<file path="config.mk">
export PLATFORM = sky130hd
export DESIGN_NAME = asr_top
export DESIGN_NICKNAME = d
export VERILOG_FILES = /design/src/hw/asr_pkg.sv /design/src/hw/asr_top.sv
export SDC_FILE = /design/constraint.sdc
export NUM_CORES = 1
export LEC_CHECK = 0
export BUFFER_PORTS_ARGS = -buffer_cell sky130_fd_sc_hd__buf_2
export CAP_MARGIN = 40
export CORE_UTILIZATION = 45
export DETAILED_ROUTE_END_ITERATION = 7
export PLACE_DENSITY = 0.62
export SKIP_LAST_GASP = 1
export SLEW_MARGIN = 20
export SYNTH_ARGS = -nofsm -noshare
export SYNTH_HDL_FRONTEND = slang
export SYNTH_SLANG_ARGS = --single-unit
</file>
<file path="constraint.sdc">
create_clock -name clk_i -period 7 [get_ports clk_i]
set_clock_uncertainty 0.05 [all_clocks]
set_input_delay 0 -clock clk_i [delete_from_list [all_inputs] [get_ports clk_i]]
set_output_delay 0 -clock clk_i [all_outputs]
set_load 0.005 [all_outputs]
</file>
<file path="src/hw/asr_pkg.sv">
// constants, field layouts and carrier types of the serial receive status unit
package asr_pkg;
   localparam int ADDR_W = 8;
   localparam int DATA_W = 8;

   localparam logic [7:0] ADR_CONTROL3 = 8'h15;
   localparam logic [7:0] ADR_PRIMARY = 8'h16;
   localparam logic [7:0] ADR_SECONDARY = 8'h17;
   localparam logic [7:0] ADR_DATA = 8'h18;
   localparam logic [7:0] ADR_BIT_RATE = 8'h19;
   localparam logic [7:0] ADR_IRQ_STATUS = 8'h1A;
   localparam logic [7:0] ADR_IRQ_MASK = 8'h1B;

   // primary status fields
   localparam int PS_FULL = 5;
   localparam int PS_NOISE = 2;
   localparam int PS_FRAME = 1;
   localparam int PS_PARITY = 0;
   // secondary status fields
   localparam int SS_BREAK = 1;
   localparam int SS_PROGRESS = 0;
   // third control fields
   localparam int C3_NINTH = 7;
   localparam int C3_NINE_MODE = 6;
   localparam int C3_NOISE_EN = 2;
   localparam int C3_FRAME_EN = 1;
   localparam int C3_PARITY_EN = 0;
   // bit rate fields
   localparam int BR_PRE_LO = 4;
   localparam int BR_RATE_LO = 0;
   // sticky event bits, also mask layout
   localparam int IRQ_W = 4;
   localparam int EV_FULL = 0;
   localparam int EV_NOISE = 1;
   localparam int EV_FRAME = 2;
   localparam int EV_PARITY = 3;

   localparam logic [1:0] PRE_RESET = 2'h0;
   localparam logic [2:0] RATE_RESET = 3'h0;
   localparam logic [3:0] PD_CODE0 = 4'h1;
   localparam logic [3:0] PD_CODE1 = 4'h3;
   localparam logic [3:0] PD_CODE2 = 4'h4;
   localparam logic [3:0] PD_CODE3 = 4'hD;
   // 64 = 4 rate-stage ticks per sample slot times 16 slots per bit
   localparam int FIXED_DIV = 64;
   localparam int SLOTS_PER_BIT = 16;
   localparam int SLOT_DIV = FIXED_DIV / SLOTS_PER_BIT;

   // events from the bit-level receive engine, same clock
   typedef struct packed {
      logic char_done;
      logic [8:0] data;
      logic noise;
      logic framing;
      logic parity;
      logic brk;
      logic start_zero;
      logic false_start;
      logic idle;
   } asr_rx_evt_t;

   typedef struct packed {
      logic slot_tick;
      logic bit_tick;
   } asr_rate_t;
endpackage

</file>
<file path="src/hw/asr_top.sv">
// receive status flags, data buffer and bit rate generator
//
// Strobed register access was left to the implementer.
`timescale 1ns/10ps
module asr_top
   import asr_pkg::*;
(
   input wire logic clk_i,
   input wire logic srst_i,
   input wire logic [ADDR_W-1:0] addr_i,
   input wire logic [DATA_W-1:0] wdata_i,
   input wire logic wr_i,
   input wire logic rd_i,
   output logic [DATA_W-1:0] rdata_o,
   input wire asr_rx_evt_t rx_evt_i,
   input wire logic serial_receive_pin_i,
   output asr_rate_t rate_o,
   output logic [DATA_W-1:0] tx_data_o,
   output logic tx_load_o,
   output logic nine_bit_mode_o,
   output logic error_irq_o,
   output logic irq_o
);
   logic [DATA_W-1:0] rx_data_buffer_q;
   logic rx_ninth_bit_q;
   logic receive_full_flag_q;
   logic noise_detect_flag_q;
   logic framing_error_flag_q;
   logic parity_error_flag_q;
   logic break_detect_flag_q;
   logic rx_in_progress_flag_q;
   logic break_armed_q;
   logic noise_irq_enable_q;
   logic framing_irq_enable_q;
   logic parity_irq_enable_q;
   logic nine_mode_q;
   logic [1:0] prescaler_field_q;
   logic [2:0] rate_divisor_field_q;
   logic [IRQ_W-1:0] irq_stat_q;
   logic [IRQ_W-1:0] irq_mask_q;
   logic [3:0] clr_arm_q;
   logic brk_arm_q;
   logic pin_meta_q;
   logic pin_sync_q;
   logic [DATA_W-1:0] rdata_q;
   logic [DATA_W-1:0] tx_data_q;
   logic tx_load_q;

   logic wr_c3, wr_br, wr_ist, wr_msk, wr_dat;
   logic rd_ps, rd_ss, rd_dat;
   logic brk_take, full_set, frame_set;
   logic clr_full, clr_noise, clr_frame, clr_parity, clr_brk;
   logic [DATA_W-1:0] primary_status, secondary_status, third_control_reg;
   logic [DATA_W-1:0] bit_rate_select;
   logic [IRQ_W-1:0] ev_vec;

   assign wr_c3 = wr_i && (addr_i == ADR_CONTROL3);
   assign wr_br = wr_i && (addr_i == ADR_BIT_RATE);
   assign wr_ist = wr_i && (addr_i == ADR_IRQ_STATUS);
   assign wr_msk = wr_i && (addr_i == ADR_IRQ_MASK);
   assign wr_dat = wr_i && (addr_i == ADR_DATA);
   assign rd_ps = rd_i && (addr_i == ADR_PRIMARY);
   assign rd_ss = rd_i && (addr_i == ADR_SECONDARY);
   assign rd_dat = rd_i && (addr_i == ADR_DATA);

   // pin passes two flops before use
   always_ff @(posedge clk_i) begin
      if (srst_i) begin
         pin_meta_q <= 1'b0;
         pin_sync_q <= 1'b0;
      end else begin
         pin_meta_q <= serial_receive_pin_i;
         pin_sync_q <= pin_meta_q;
      end
   end

   // break only counts when the line has been high since the last one
   assign brk_take = rx_evt_i.brk && break_armed_q;
   assign full_set = rx_evt_i.char_done || rx_evt_i.brk;
   assign frame_set = rx_evt_i.framing || rx_evt_i.brk;

   // clear sequence: status read arms the flags seen set, data read clears
   assign clr_full = rd_dat && clr_arm_q[EV_FULL];
   assign clr_noise = rd_dat && clr_arm_q[EV_NOISE];
   assign clr_frame = rd_dat && clr_arm_q[EV_FRAME];
   assign clr_parity = rd_dat && clr_arm_q[EV_PARITY];
   assign clr_brk = rd_dat && brk_arm_q;

   always_ff @(posedge clk_i) begin
      if (srst_i) begin
         clr_arm_q <= '0;
         brk_arm_q <= 1'b0;
      end else begin
         if (rd_ps) begin
            clr_arm_q[EV_FULL] <= receive_full_flag_q;
            clr_arm_q[EV_NOISE] <= noise_detect_flag_q;
            clr_arm_q[EV_FRAME] <= framing_error_flag_q;
            clr_arm_q[EV_PARITY] <= parity_error_flag_q;
         end else if (rd_dat) begin
            clr_arm_q <= '0;
         end
         if (rd_ss) begin
            brk_arm_q <= break_detect_flag_q;
         end else if (rd_dat) begin
            brk_arm_q <= 1'b0;
         end
      end
   end

   // error flags and receive full flag: a set in the clearing cycle wins
   always_ff @(posedge clk_i) begin
      if (srst_i) begin
         noise_detect_flag_q <= 1'b0;
         framing_error_flag_q <= 1'b0;
         parity_error_flag_q <= 1'b0;
         receive_full_flag_q <= 1'b0;
      end else begin
         if (rx_evt_i.noise) begin
            noise_detect_flag_q <= 1'b1;
         end else if (clr_noise) begin
            noise_detect_flag_q <= 1'b0;
         end
         if (frame_set) begin
            framing_error_flag_q <= 1'b1;
         end else if (clr_frame) begin
            framing_error_flag_q <= 1'b0;
         end
         if (rx_evt_i.parity) begin
            parity_error_flag_q <= 1'b1;
         end else if (clr_parity) begin
            parity_error_flag_q <= 1'b0;
         end
         if (full_set) begin
            receive_full_flag_q <= 1'b1;
         end else if (clr_full) begin
            receive_full_flag_q <= 1'b0;
         end
      end
   end

   // break flag and its rearm latch
   always_ff @(posedge clk_i) begin
      if (srst_i) begin
         break_detect_flag_q <= 1'b0;
         break_armed_q <= 1'b1;
      end else begin
         if (brk_take) begin
            break_detect_flag_q <= 1'b1;
         end else if (clr_brk) begin
            break_detect_flag_q <= 1'b0;
         end
         if (brk_take) begin
            break_armed_q <= 1'b0;
         end else if (pin_sync_q && !break_detect_flag_q) begin
            break_armed_q <= 1'b1;
         end
      end
   end

   // reception in progress; a completed character also ends it
   always_ff @(posedge clk_i) begin
      if (srst_i) begin
         rx_in_progress_flag_q <= 1'b0;
      end else if (rx_evt_i.start_zero) begin
         rx_in_progress_flag_q <= 1'b1;
      end else if (rx_evt_i.false_start || rx_evt_i.idle
                   || rx_evt_i.char_done) begin
         rx_in_progress_flag_q <= 1'b0;
      end
   end

   // data buffer has no reset on purpose
   always_ff @(posedge clk_i) begin
      if (rx_evt_i.brk) begin
         rx_data_buffer_q <= '0;
         rx_ninth_bit_q <= 1'b0;
      end else if (rx_evt_i.char_done) begin
         rx_data_buffer_q <= rx_evt_i.data[DATA_W-1:0];
         rx_ninth_bit_q <= nine_mode_q ? rx_evt_i.data[DATA_W]
                                      : rx_evt_i.data[DATA_W-1];
      end
   end

   // transmit byte handed to the transmitter, not reset either
   always_ff @(posedge clk_i) begin
      if (wr_dat) begin
         tx_data_q <= wdata_i;
      end
   end

   always_ff @(posedge clk_i) begin
      if (srst_i) begin
         tx_load_q <= 1'b0;
      end else begin
         tx_load_q <= wr_dat;
      end
   end

   // control and rate registers
   always_ff @(posedge clk_i) begin
      if (srst_i) begin
         noise_irq_enable_q <= 1'b0;
         framing_irq_enable_q <= 1'b0;
         parity_irq_enable_q <= 1'b0;
         nine_mode_q <= 1'b0;
         prescaler_field_q <= PRE_RESET;
         rate_divisor_field_q <= RATE_RESET;
         irq_mask_q <= '0;
      end else begin
         if (wr_c3) begin
            nine_mode_q <= wdata_i[C3_NINE_MODE];
            noise_irq_enable_q <= wdata_i[C3_NOISE_EN];
            framing_irq_enable_q <= wdata_i[C3_FRAME_EN];
            parity_irq_enable_q <= wdata_i[C3_PARITY_EN];
         end
         if (wr_br) begin
            prescaler_field_q <= wdata_i[BR_PRE_LO +: 2];
            rate_divisor_field_q <= wdata_i[BR_RATE_LO +: 3];
         end
         if (wr_msk) begin
            irq_mask_q <= wdata_i[IRQ_W-1:0];
         end
      end
   end

   // sticky events, write one to clear, set wins; break has no bit of its own but sets full and framing
   assign ev_vec[EV_FULL] = full_set;
   assign ev_vec[EV_NOISE] = rx_evt_i.noise;
   assign ev_vec[EV_FRAME] = frame_set;
   assign ev_vec[EV_PARITY] = rx_evt_i.parity;

   generate
      for (genvar i = 0; i < IRQ_W; i++) begin : g_ev
         always_ff @(posedge clk_i) begin
            if (srst_i) begin
               irq_stat_q[i] <= 1'b0;
            end else if (ev_vec[i]) begin
               irq_stat_q[i] <= 1'b1;
            end else if (wr_ist && wdata_i[i]) begin
               irq_stat_q[i] <= 1'b0;
            end
         end
      end
   endgenerate

   assign irq_o = |(irq_stat_q & irq_mask_q);
   assign error_irq_o = (noise_detect_flag_q && noise_irq_enable_q)
                     || (framing_error_flag_q && framing_irq_enable_q)
                     || (parity_error_flag_q && parity_irq_enable_q);

   // register views
   always_comb begin
      primary_status = '0;
      primary_status[PS_FULL] = receive_full_flag_q;
      primary_status[PS_NOISE] = noise_detect_flag_q;
      primary_status[PS_FRAME] = framing_error_flag_q;
      primary_status[PS_PARITY] = parity_error_flag_q;
      secondary_status = '0;
      secondary_status[SS_BREAK] = break_detect_flag_q;
      secondary_status[SS_PROGRESS] = rx_in_progress_flag_q;
      third_control_reg = '0;
      third_control_reg[C3_NINTH] = rx_ninth_bit_q;
      third_control_reg[C3_NINE_MODE] = nine_mode_q;
      third_control_reg[C3_NOISE_EN] = noise_irq_enable_q;
      third_control_reg[C3_FRAME_EN] = framing_irq_enable_q;
      third_control_reg[C3_PARITY_EN] = parity_irq_enable_q;
      bit_rate_select = '0;
      bit_rate_select[BR_PRE_LO +: 2] = prescaler_field_q;
      bit_rate_select[BR_RATE_LO +: 3] = rate_divisor_field_q;
   end

   // read data valid the cycle after the strobe only
   always_ff @(posedge clk_i) begin
      if (srst_i) begin
         rdata_q <= '0;
      end else if (rd_i) begin
         case (addr_i)
            ADR_CONTROL3: rdata_q <= third_control_reg;
            ADR_PRIMARY: rdata_q <= primary_status;
            ADR_SECONDARY: rdata_q <= secondary_status;
            ADR_DATA: rdata_q <= rx_data_buffer_q;
            ADR_BIT_RATE: rdata_q <= bit_rate_select;
            ADR_IRQ_STATUS: rdata_q <= {{(DATA_W-IRQ_W){1'b0}}, irq_stat_q};
            ADR_IRQ_MASK: rdata_q <= {{(DATA_W-IRQ_W){1'b0}}, irq_mask_q};
            default: rdata_q <= '0;
         endcase
      end else begin
         rdata_q <= '0;
      end
   end

   // bit rate: prescaler, then power-of-two stage, then fixed 64
   logic [3:0] pd_m1;
   logic [6:0] bd_m1;
   logic [3:0] pre_cnt_q;
   logic [6:0] rate_cnt_q;
   logic [1:0] slot_cnt_q;
   logic [3:0] bit_cnt_q;
   logic slot_tick_q, bit_tick_q;
   logic pre_wrap, rate_wrap, slot_wrap;

   always_comb begin
      case (prescaler_field_q)
         2'h0: pd_m1 = PD_CODE0 - 4'h1;
         2'h1: pd_m1 = PD_CODE1 - 4'h1;
         2'h2: pd_m1 = PD_CODE2 - 4'h1;
         default: pd_m1 = PD_CODE3 - 4'h1;
      endcase
   end
   assign bd_m1 = 7'((8'h01 << rate_divisor_field_q) - 8'h01);

   assign pre_wrap = (pre_cnt_q == pd_m1);
   assign rate_wrap = pre_wrap && (rate_cnt_q == bd_m1);
   assign slot_wrap = rate_wrap && (slot_cnt_q == 2'(SLOT_DIV - 1));

   // one rate serves both directions; a field change restarts the chain
   always_ff @(posedge clk_i) begin
      if (srst_i || wr_br) begin
         pre_cnt_q <= '0;
         rate_cnt_q <= '0;
         slot_cnt_q <= '0;
         bit_cnt_q <= '0;
         slot_tick_q <= 1'b0;
         bit_tick_q <= 1'b0;
      end else begin
         pre_cnt_q <= pre_wrap ? 4'h0 : pre_cnt_q + 4'h1;
         if (pre_wrap) begin
            rate_cnt_q <= (rate_cnt_q == bd_m1) ? 7'h00 : rate_cnt_q + 7'h01;
         end
         if (rate_wrap) begin
            slot_cnt_q <= slot_cnt_q + 2'h1;
         end
         if (slot_wrap) begin
            bit_cnt_q <= bit_cnt_q + 4'h1;
         end
         slot_tick_q <= slot_wrap;
         bit_tick_q <= slot_wrap && (bit_cnt_q == 4'(SLOTS_PER_BIT - 1));
      end
   end

   assign rate_o.slot_tick = slot_tick_q;
   assign rate_o.bit_tick = bit_tick_q;
   assign rdata_o = rdata_q;
   assign tx_data_o = tx_data_q;
   assign tx_load_o = tx_load_q;
   assign nine_bit_mode_o = nine_mode_q;
endmodule

</file>
==> After elaboration in Yosys (flattened, before gate mapping) <==
Index checks and enable logic that the tools add are counted.
{ "totals": {"ff_bits": 76, "latch_bits": 0, "ram_bits": 0, "mem_bits_ro": 0, "inputBits": 38, "output_inout_bits": 22, "word_cells": 134, "n_memories": 0} }
{ "classes": {"n_addsub": 5, "n_mul": 0, "div_mod_pow": 0, "order_cmp": 0, "n_eq_ne": 13, "shift": 1, "n_mux": 30, "bitwise_logic": 2, "n_reduce_logical": 50} }
{ "ops": {"columns": ["cell", "n"], "rows": [
  ["8-bit by 5-bit == test with 1-bit output (second input constant)", 7],
  ["8-bit one-hot mux with 7 select lines", 1],
  ["2-bit nonzero test", 13],
  ["1-bit logical AND", 25],
  ["1-bit 2-to-1 mux", 25],
  ["4-bit one-hot mux with 3 select lines", 1],
  ["4-bit by 1-bit adder with 4-bit output (second input constant)", 2],
  ["4-bit 2-to-1 mux", 2],
  ["7-bit by 1-bit adder with 7-bit output (second input constant)", 1],
  ["7-bit == test", 1],
  ["1-bit logical OR", 7],
  ["7-bit 2-to-1 mux", 1],
  ["1-bit by 3-bit << shifter with 7-bit output (first input constant)", 1],
  ["7-bit by 1-bit subtractor with 7-bit output (second input constant)", 1],
  ["4-bit AND", 1],
  ["2-bit == test (second input constant)", 2],
  ["4-bit == test", 1],
  ["4-bit == test (second input constant)", 1],
  ["2-bit OR reduction", 2],
  ["4-bit OR reduction", 1],
  ["2-bit by 1-bit adder with 2-bit output (second input constant)", 1],
  ["2-bit by 1-bit == test with 1-bit output (second input constant)", 1],
  ["2-bit logical NOT", 1],
  ["1-bit logical NOT", 1],
  ["1-bit inverter", 1]
]} }

==> Depth between registers and ports, before layout <==
{ "logic_depth": {"word_depth": 6, "mapped_depth": 11, "depth_no_buf": 9} }

==> Least setup slack after synthesis <==
No wires, ideal clock.
{ "synth_path": {"kind": "register to register", "start": "register rate_divisor_field_q[1]", "end": "register bit_tick_q", "setup_ns": 0.061, "t_arrival_ns": 2.680, "required_ns": 6.889, "setup_slack_ns": 4.209, "path_stages_with_launch": 11, "path_buffers": 2, "synth_period_minus_slack_ns": 2.791, "path_cell_list": "dfxtp_1 -> buf_2 -> or3_1 -> ha_1 -> buf_6 -> xnor2_1 -> or4_4 -> a311oi_4 -> o2111a_4 -> and2_4 -> and4_1"} }
{ "synth_via": {"elab_chain_cells": 6} }
{ "synth_lines": {"columns": ["item", "line_no", "rtl"], "rows": [
  ["start: declaration", "asr_top.sv:38", "logic [2:0] rate_divisor_field_q;"],
  ["start signal: assignment", "asr_top.sv:218", "rate_divisor_field_q <= wdata_i[BR_RATE_LO +: 3];"],
  ["1-bit by 3-bit << shifter with 7-bit output", "asr_top.sv:310", "assign bd_m1 = 7'((8'h01 << rate_divisor_field_q) - 8'h01);"],
  ["7-bit by 1-bit subtractor with 7-bit output", "asr_top.sv:310", null],
  ["7-bit == test", "asr_top.sv:313", "assign rate_wrap = pre_wrap && (rate_cnt_q == bd_m1);"],
  ["1-bit logical AND", "asr_top.sv:313", null],
  ["1-bit logical AND", "asr_top.sv:314", "assign slot_wrap = rate_wrap && (slot_cnt_q == 2'(SLOT_DIV - 1));"],
  ["1-bit logical AND", "asr_top.sv:337", "bit_tick_q <= slot_wrap && (bit_cnt_q == 4'(SLOTS_PER_BIT - 1));"],
  ["end signal: assignment", "asr_top.sv:337", null],
  ["end: declaration", "asr_top.sv:299", "logic slot_tick_q, bit_tick_q;"]
]} }
Every way passes these cells.
A chain may end at the register's enable or synchronous reset.

==> Worst setup path in the final report <==
Ends and elaborated chain as after synthesis.

==> results.cfg <==
[outcome]
status = finished, final reports clean

[logic_synthesis]
ys_seq_area_share_pct = 46.9
ys.flop_type = dfxtp_1
synth_top_area_share_pct = 39.8
synth_enable_flop_cells = 8
yosysTopAreaCell = dfxtp_1
synth_area_um2 = 3420
yosys-top-cells-count = dfxtp_1, nor2_1, nand2_1
synth_area_leaders = dfxtp_1, edfxtp_1, mux2i_1, nor2_1, nand2_1
ys_warn_count = 0
async_reset_ff_share_pct = 0
synth-seq-cells = 76
synth_cell_type_count = 62
synth.avg_cell_area_um2 = 9.58
synth.most_common_cell = dfxtp_1
syn_inst = 357
syn_nets = 402

[worst_setup_path]
crit_path_top_delay_cell = or4_4
crit_end = bit_tick_q
cp.depth = 8
rrSetupSlack_ns = 4.10
criticalPathCategory = reg -> reg
worstPathRequired_ns = 7.25
cp_data_arrival_time_ns = 3.14
cp.buffers_inverters = 0
max_stage_delay_ns = 0.50
r2r_cells = 8
worstSetupStartpointType = register
cp_top_family = simple AND/OR/NAND/NOR gates
crit_fanout = 13
startpoint = rate_divisor_field_q[1]
cp-end-kind = register
crit-reg2reg-capture = bit_tick_q
r2r-start = rate_divisor_field_q[1]
crit_chain = or3_1 > ha_1 > xnor2_1 > or4_4 > a311oi_4 > o2111a_4 > and2_4 > and4_1

[detailed_routing]
postRouteAntennaNets = 0
dr.pass1.iters = 4
drcViolationCount = 0
wirelength_mm = 7.98
vias = 2858
wl_per_cell_um = 14.6
vias_per_cell = 5.24
drtIter0Drc = 123

[floorplan]
die_h_um = 89.2
ios = 60
die_width_um = 89.2
die-area_um2 = 7950
rows = 31
core_um2 = 7290
initial_core_util_pct = 46.9

[global_route]
met2_usage_pct = 37.1
overflow = 0
gr-usage-met3_pct = 6.83
grt_pass1_wl_mm = 13.1
track_usage_pct = 22.3
antenna_found_initial = 0
gr-usage-met1_pct = 27.9
grt_pass1_vias = 2740
grt_max_degree = 37
top_usage_layer = met2

[timing]
fin_crit_sh_pct = 41.4
fin_tns_setup_ns = 0
max_freq_mhz = 345
slew_violations = 0
period_minus_slack_ns = 2.90
slew_headroom_pct = 53.2
finalSetupViolCount = 0
hold_viol_final = 0
fin_hold_ws_ns = 0.0657
rsz0062_at_grt = no
worst_slew_pin_slew_ns = 0.702

[placement]
dpl.hpwl_mm = 5.37
dpl_cell_area_um2 = 3720
place.port_buffers = 59
gp_congestion = 0.807

[hold_path]
min_path_type = in -> reg

[finish]
stdcell_area_um2 = 4280
area_delta_synth_final_pct = 25.3
layout-drive-gt1-share_pct = 20.4
antenna_cells = 0
num-nets-final = 486

[cts]
htree_num_levels = 3
insertion_delay_ns = 0.35
post_cts_buffers = 0
clk_pin_slew_ns = 0.08
cts_tree = yes
numCtsBuffers = 9
root_buffer = clkbuf_8
cts_buffer_depth = 2
clock_sinks = 76

[pwr]
power.leakage_nw = 1.81
powerDensity_nw_per_um2 = 210
peakVddDrop_v = 0.000107

[flow_run]
max-cap-violations = 0
## per-stage QoR
stage	utilization, %	std cells	power (mW)	worst slack [ns]
floorplan	-	357	0.501	4.21
global placement	51.0	495	0.522	4.16
detailed placement	51.0	495	0.523	4.11
CTS	58.8	545	0.906	4.10
global route	58.8	545	0.935	3.96
finish	58.8	545	0.898	4.10
## how the worst min path moves through the flow
stage	slack [ns]	to	cells past startpoint	startpoint
floorplan	0.05	tx_data_o[0]	0	wdata_i[0]
global placement	0.13	tx_data_o[7]	1	wdata_i[7]
detailed placement	0.13	tx_data_o[7]	1	wdata_i[7]
CTS	0.06	rx_ninth_bit_q	3	rx_evt_i[16]
global route	0.05	rx_ninth_bit_q	3	rx_evt_i[16]
finish	0.07	rx_ninth_bit_q	3	rx_evt_i[16]
## kinds of logic after synthesis
| group | after synthesis | share of synthesized area (%) |
|---|---|---|
| AOI/OAI and AO/OA | 60 | 12.7 |
| buffers and inverters | 26 | 4.17 |
| muxes | 24 | 7.87 |
| adders and majority gates | 7 | 2.56 |
| xor gates and xnor gates | 15 | 3.84 |
| and+or+nand+nor | 149 | 22.0 |
| DFF | 76 | 46.9 |
## power by group
group          internal (mW)  switching (mW)
registers              0.450         0.00830
clock network          0.207           0.163
logic                 0.0373          0.0327
## flip-flops by register name (all words and copies together) (netlist names), 2 cells and up
| register | cells |
|---|---|
| rx_data_buffer_q | 8 |
| prescaler_field_q | 2 |
| clr_arm_q | 4 |
| pre_cnt_q | 4 |
| irq_stat_q | 4 |
| rdata_o | 8 |
| rate_cnt_q | 7 |
| tx_data_o | 8 |
| bit_cnt_q | 4 |
| slot_cnt_q | 2 |
| rate_divisor_field_q | 3 |
| irq_mask_q | 4 |
## cell usage in the layout, fill, tap and decap left out, types with 4 or more instances in the layout
cell type       n
xor2_1          8
o211ai_1        4
a21oi_1        20
inv_1           5
nor2_1         50
dlygate4sd3_1  34
xnor2_1         7
a22oi_1        10
edfxtp_1        8
dfxtp_1        68
buf_2          59
and3_1          8
nand3b_1        4
nand3_1         9
nor2b_1         7
mux2i_1        19
clkbuf_8       11
nand4_1         5
o21ai_0         5
ha_1            7
nand2_1        39
## worst register-to-register path: cells and delay by family (launching register included)
family,cells,cell delay (ns)
compound gates,2,0.65
flops,1,0.44
xor+xnor,1,0.19
fa+ha+maj,1,0.30
simple gates,4,1.22
## layout make-up
class                      instances  area (um2)
fill                             679        3010
clock buffer                      14         184
clock inverter                     2        38.8
timing repair buffer              94         643
inverter                           5        18.8
sequential                        76        1600
tap                               99         124
multi-input combinational        255        1670
## timing repair
action / 4_1_cts / 5_1_grt
hold endpoints to repair: 41 / 0
resized for setup: 0 / 0
hold buffers: 34 / 0
## layer usage
layer  vias to the layer above  part of all wire, %
met5                         -                    0
met4                         0                  1.4
met3                        10                  3.7
met2                        62                   49
met1                      1348                   45
li1                       1438                    -
(Power assumes the default switching activity.)
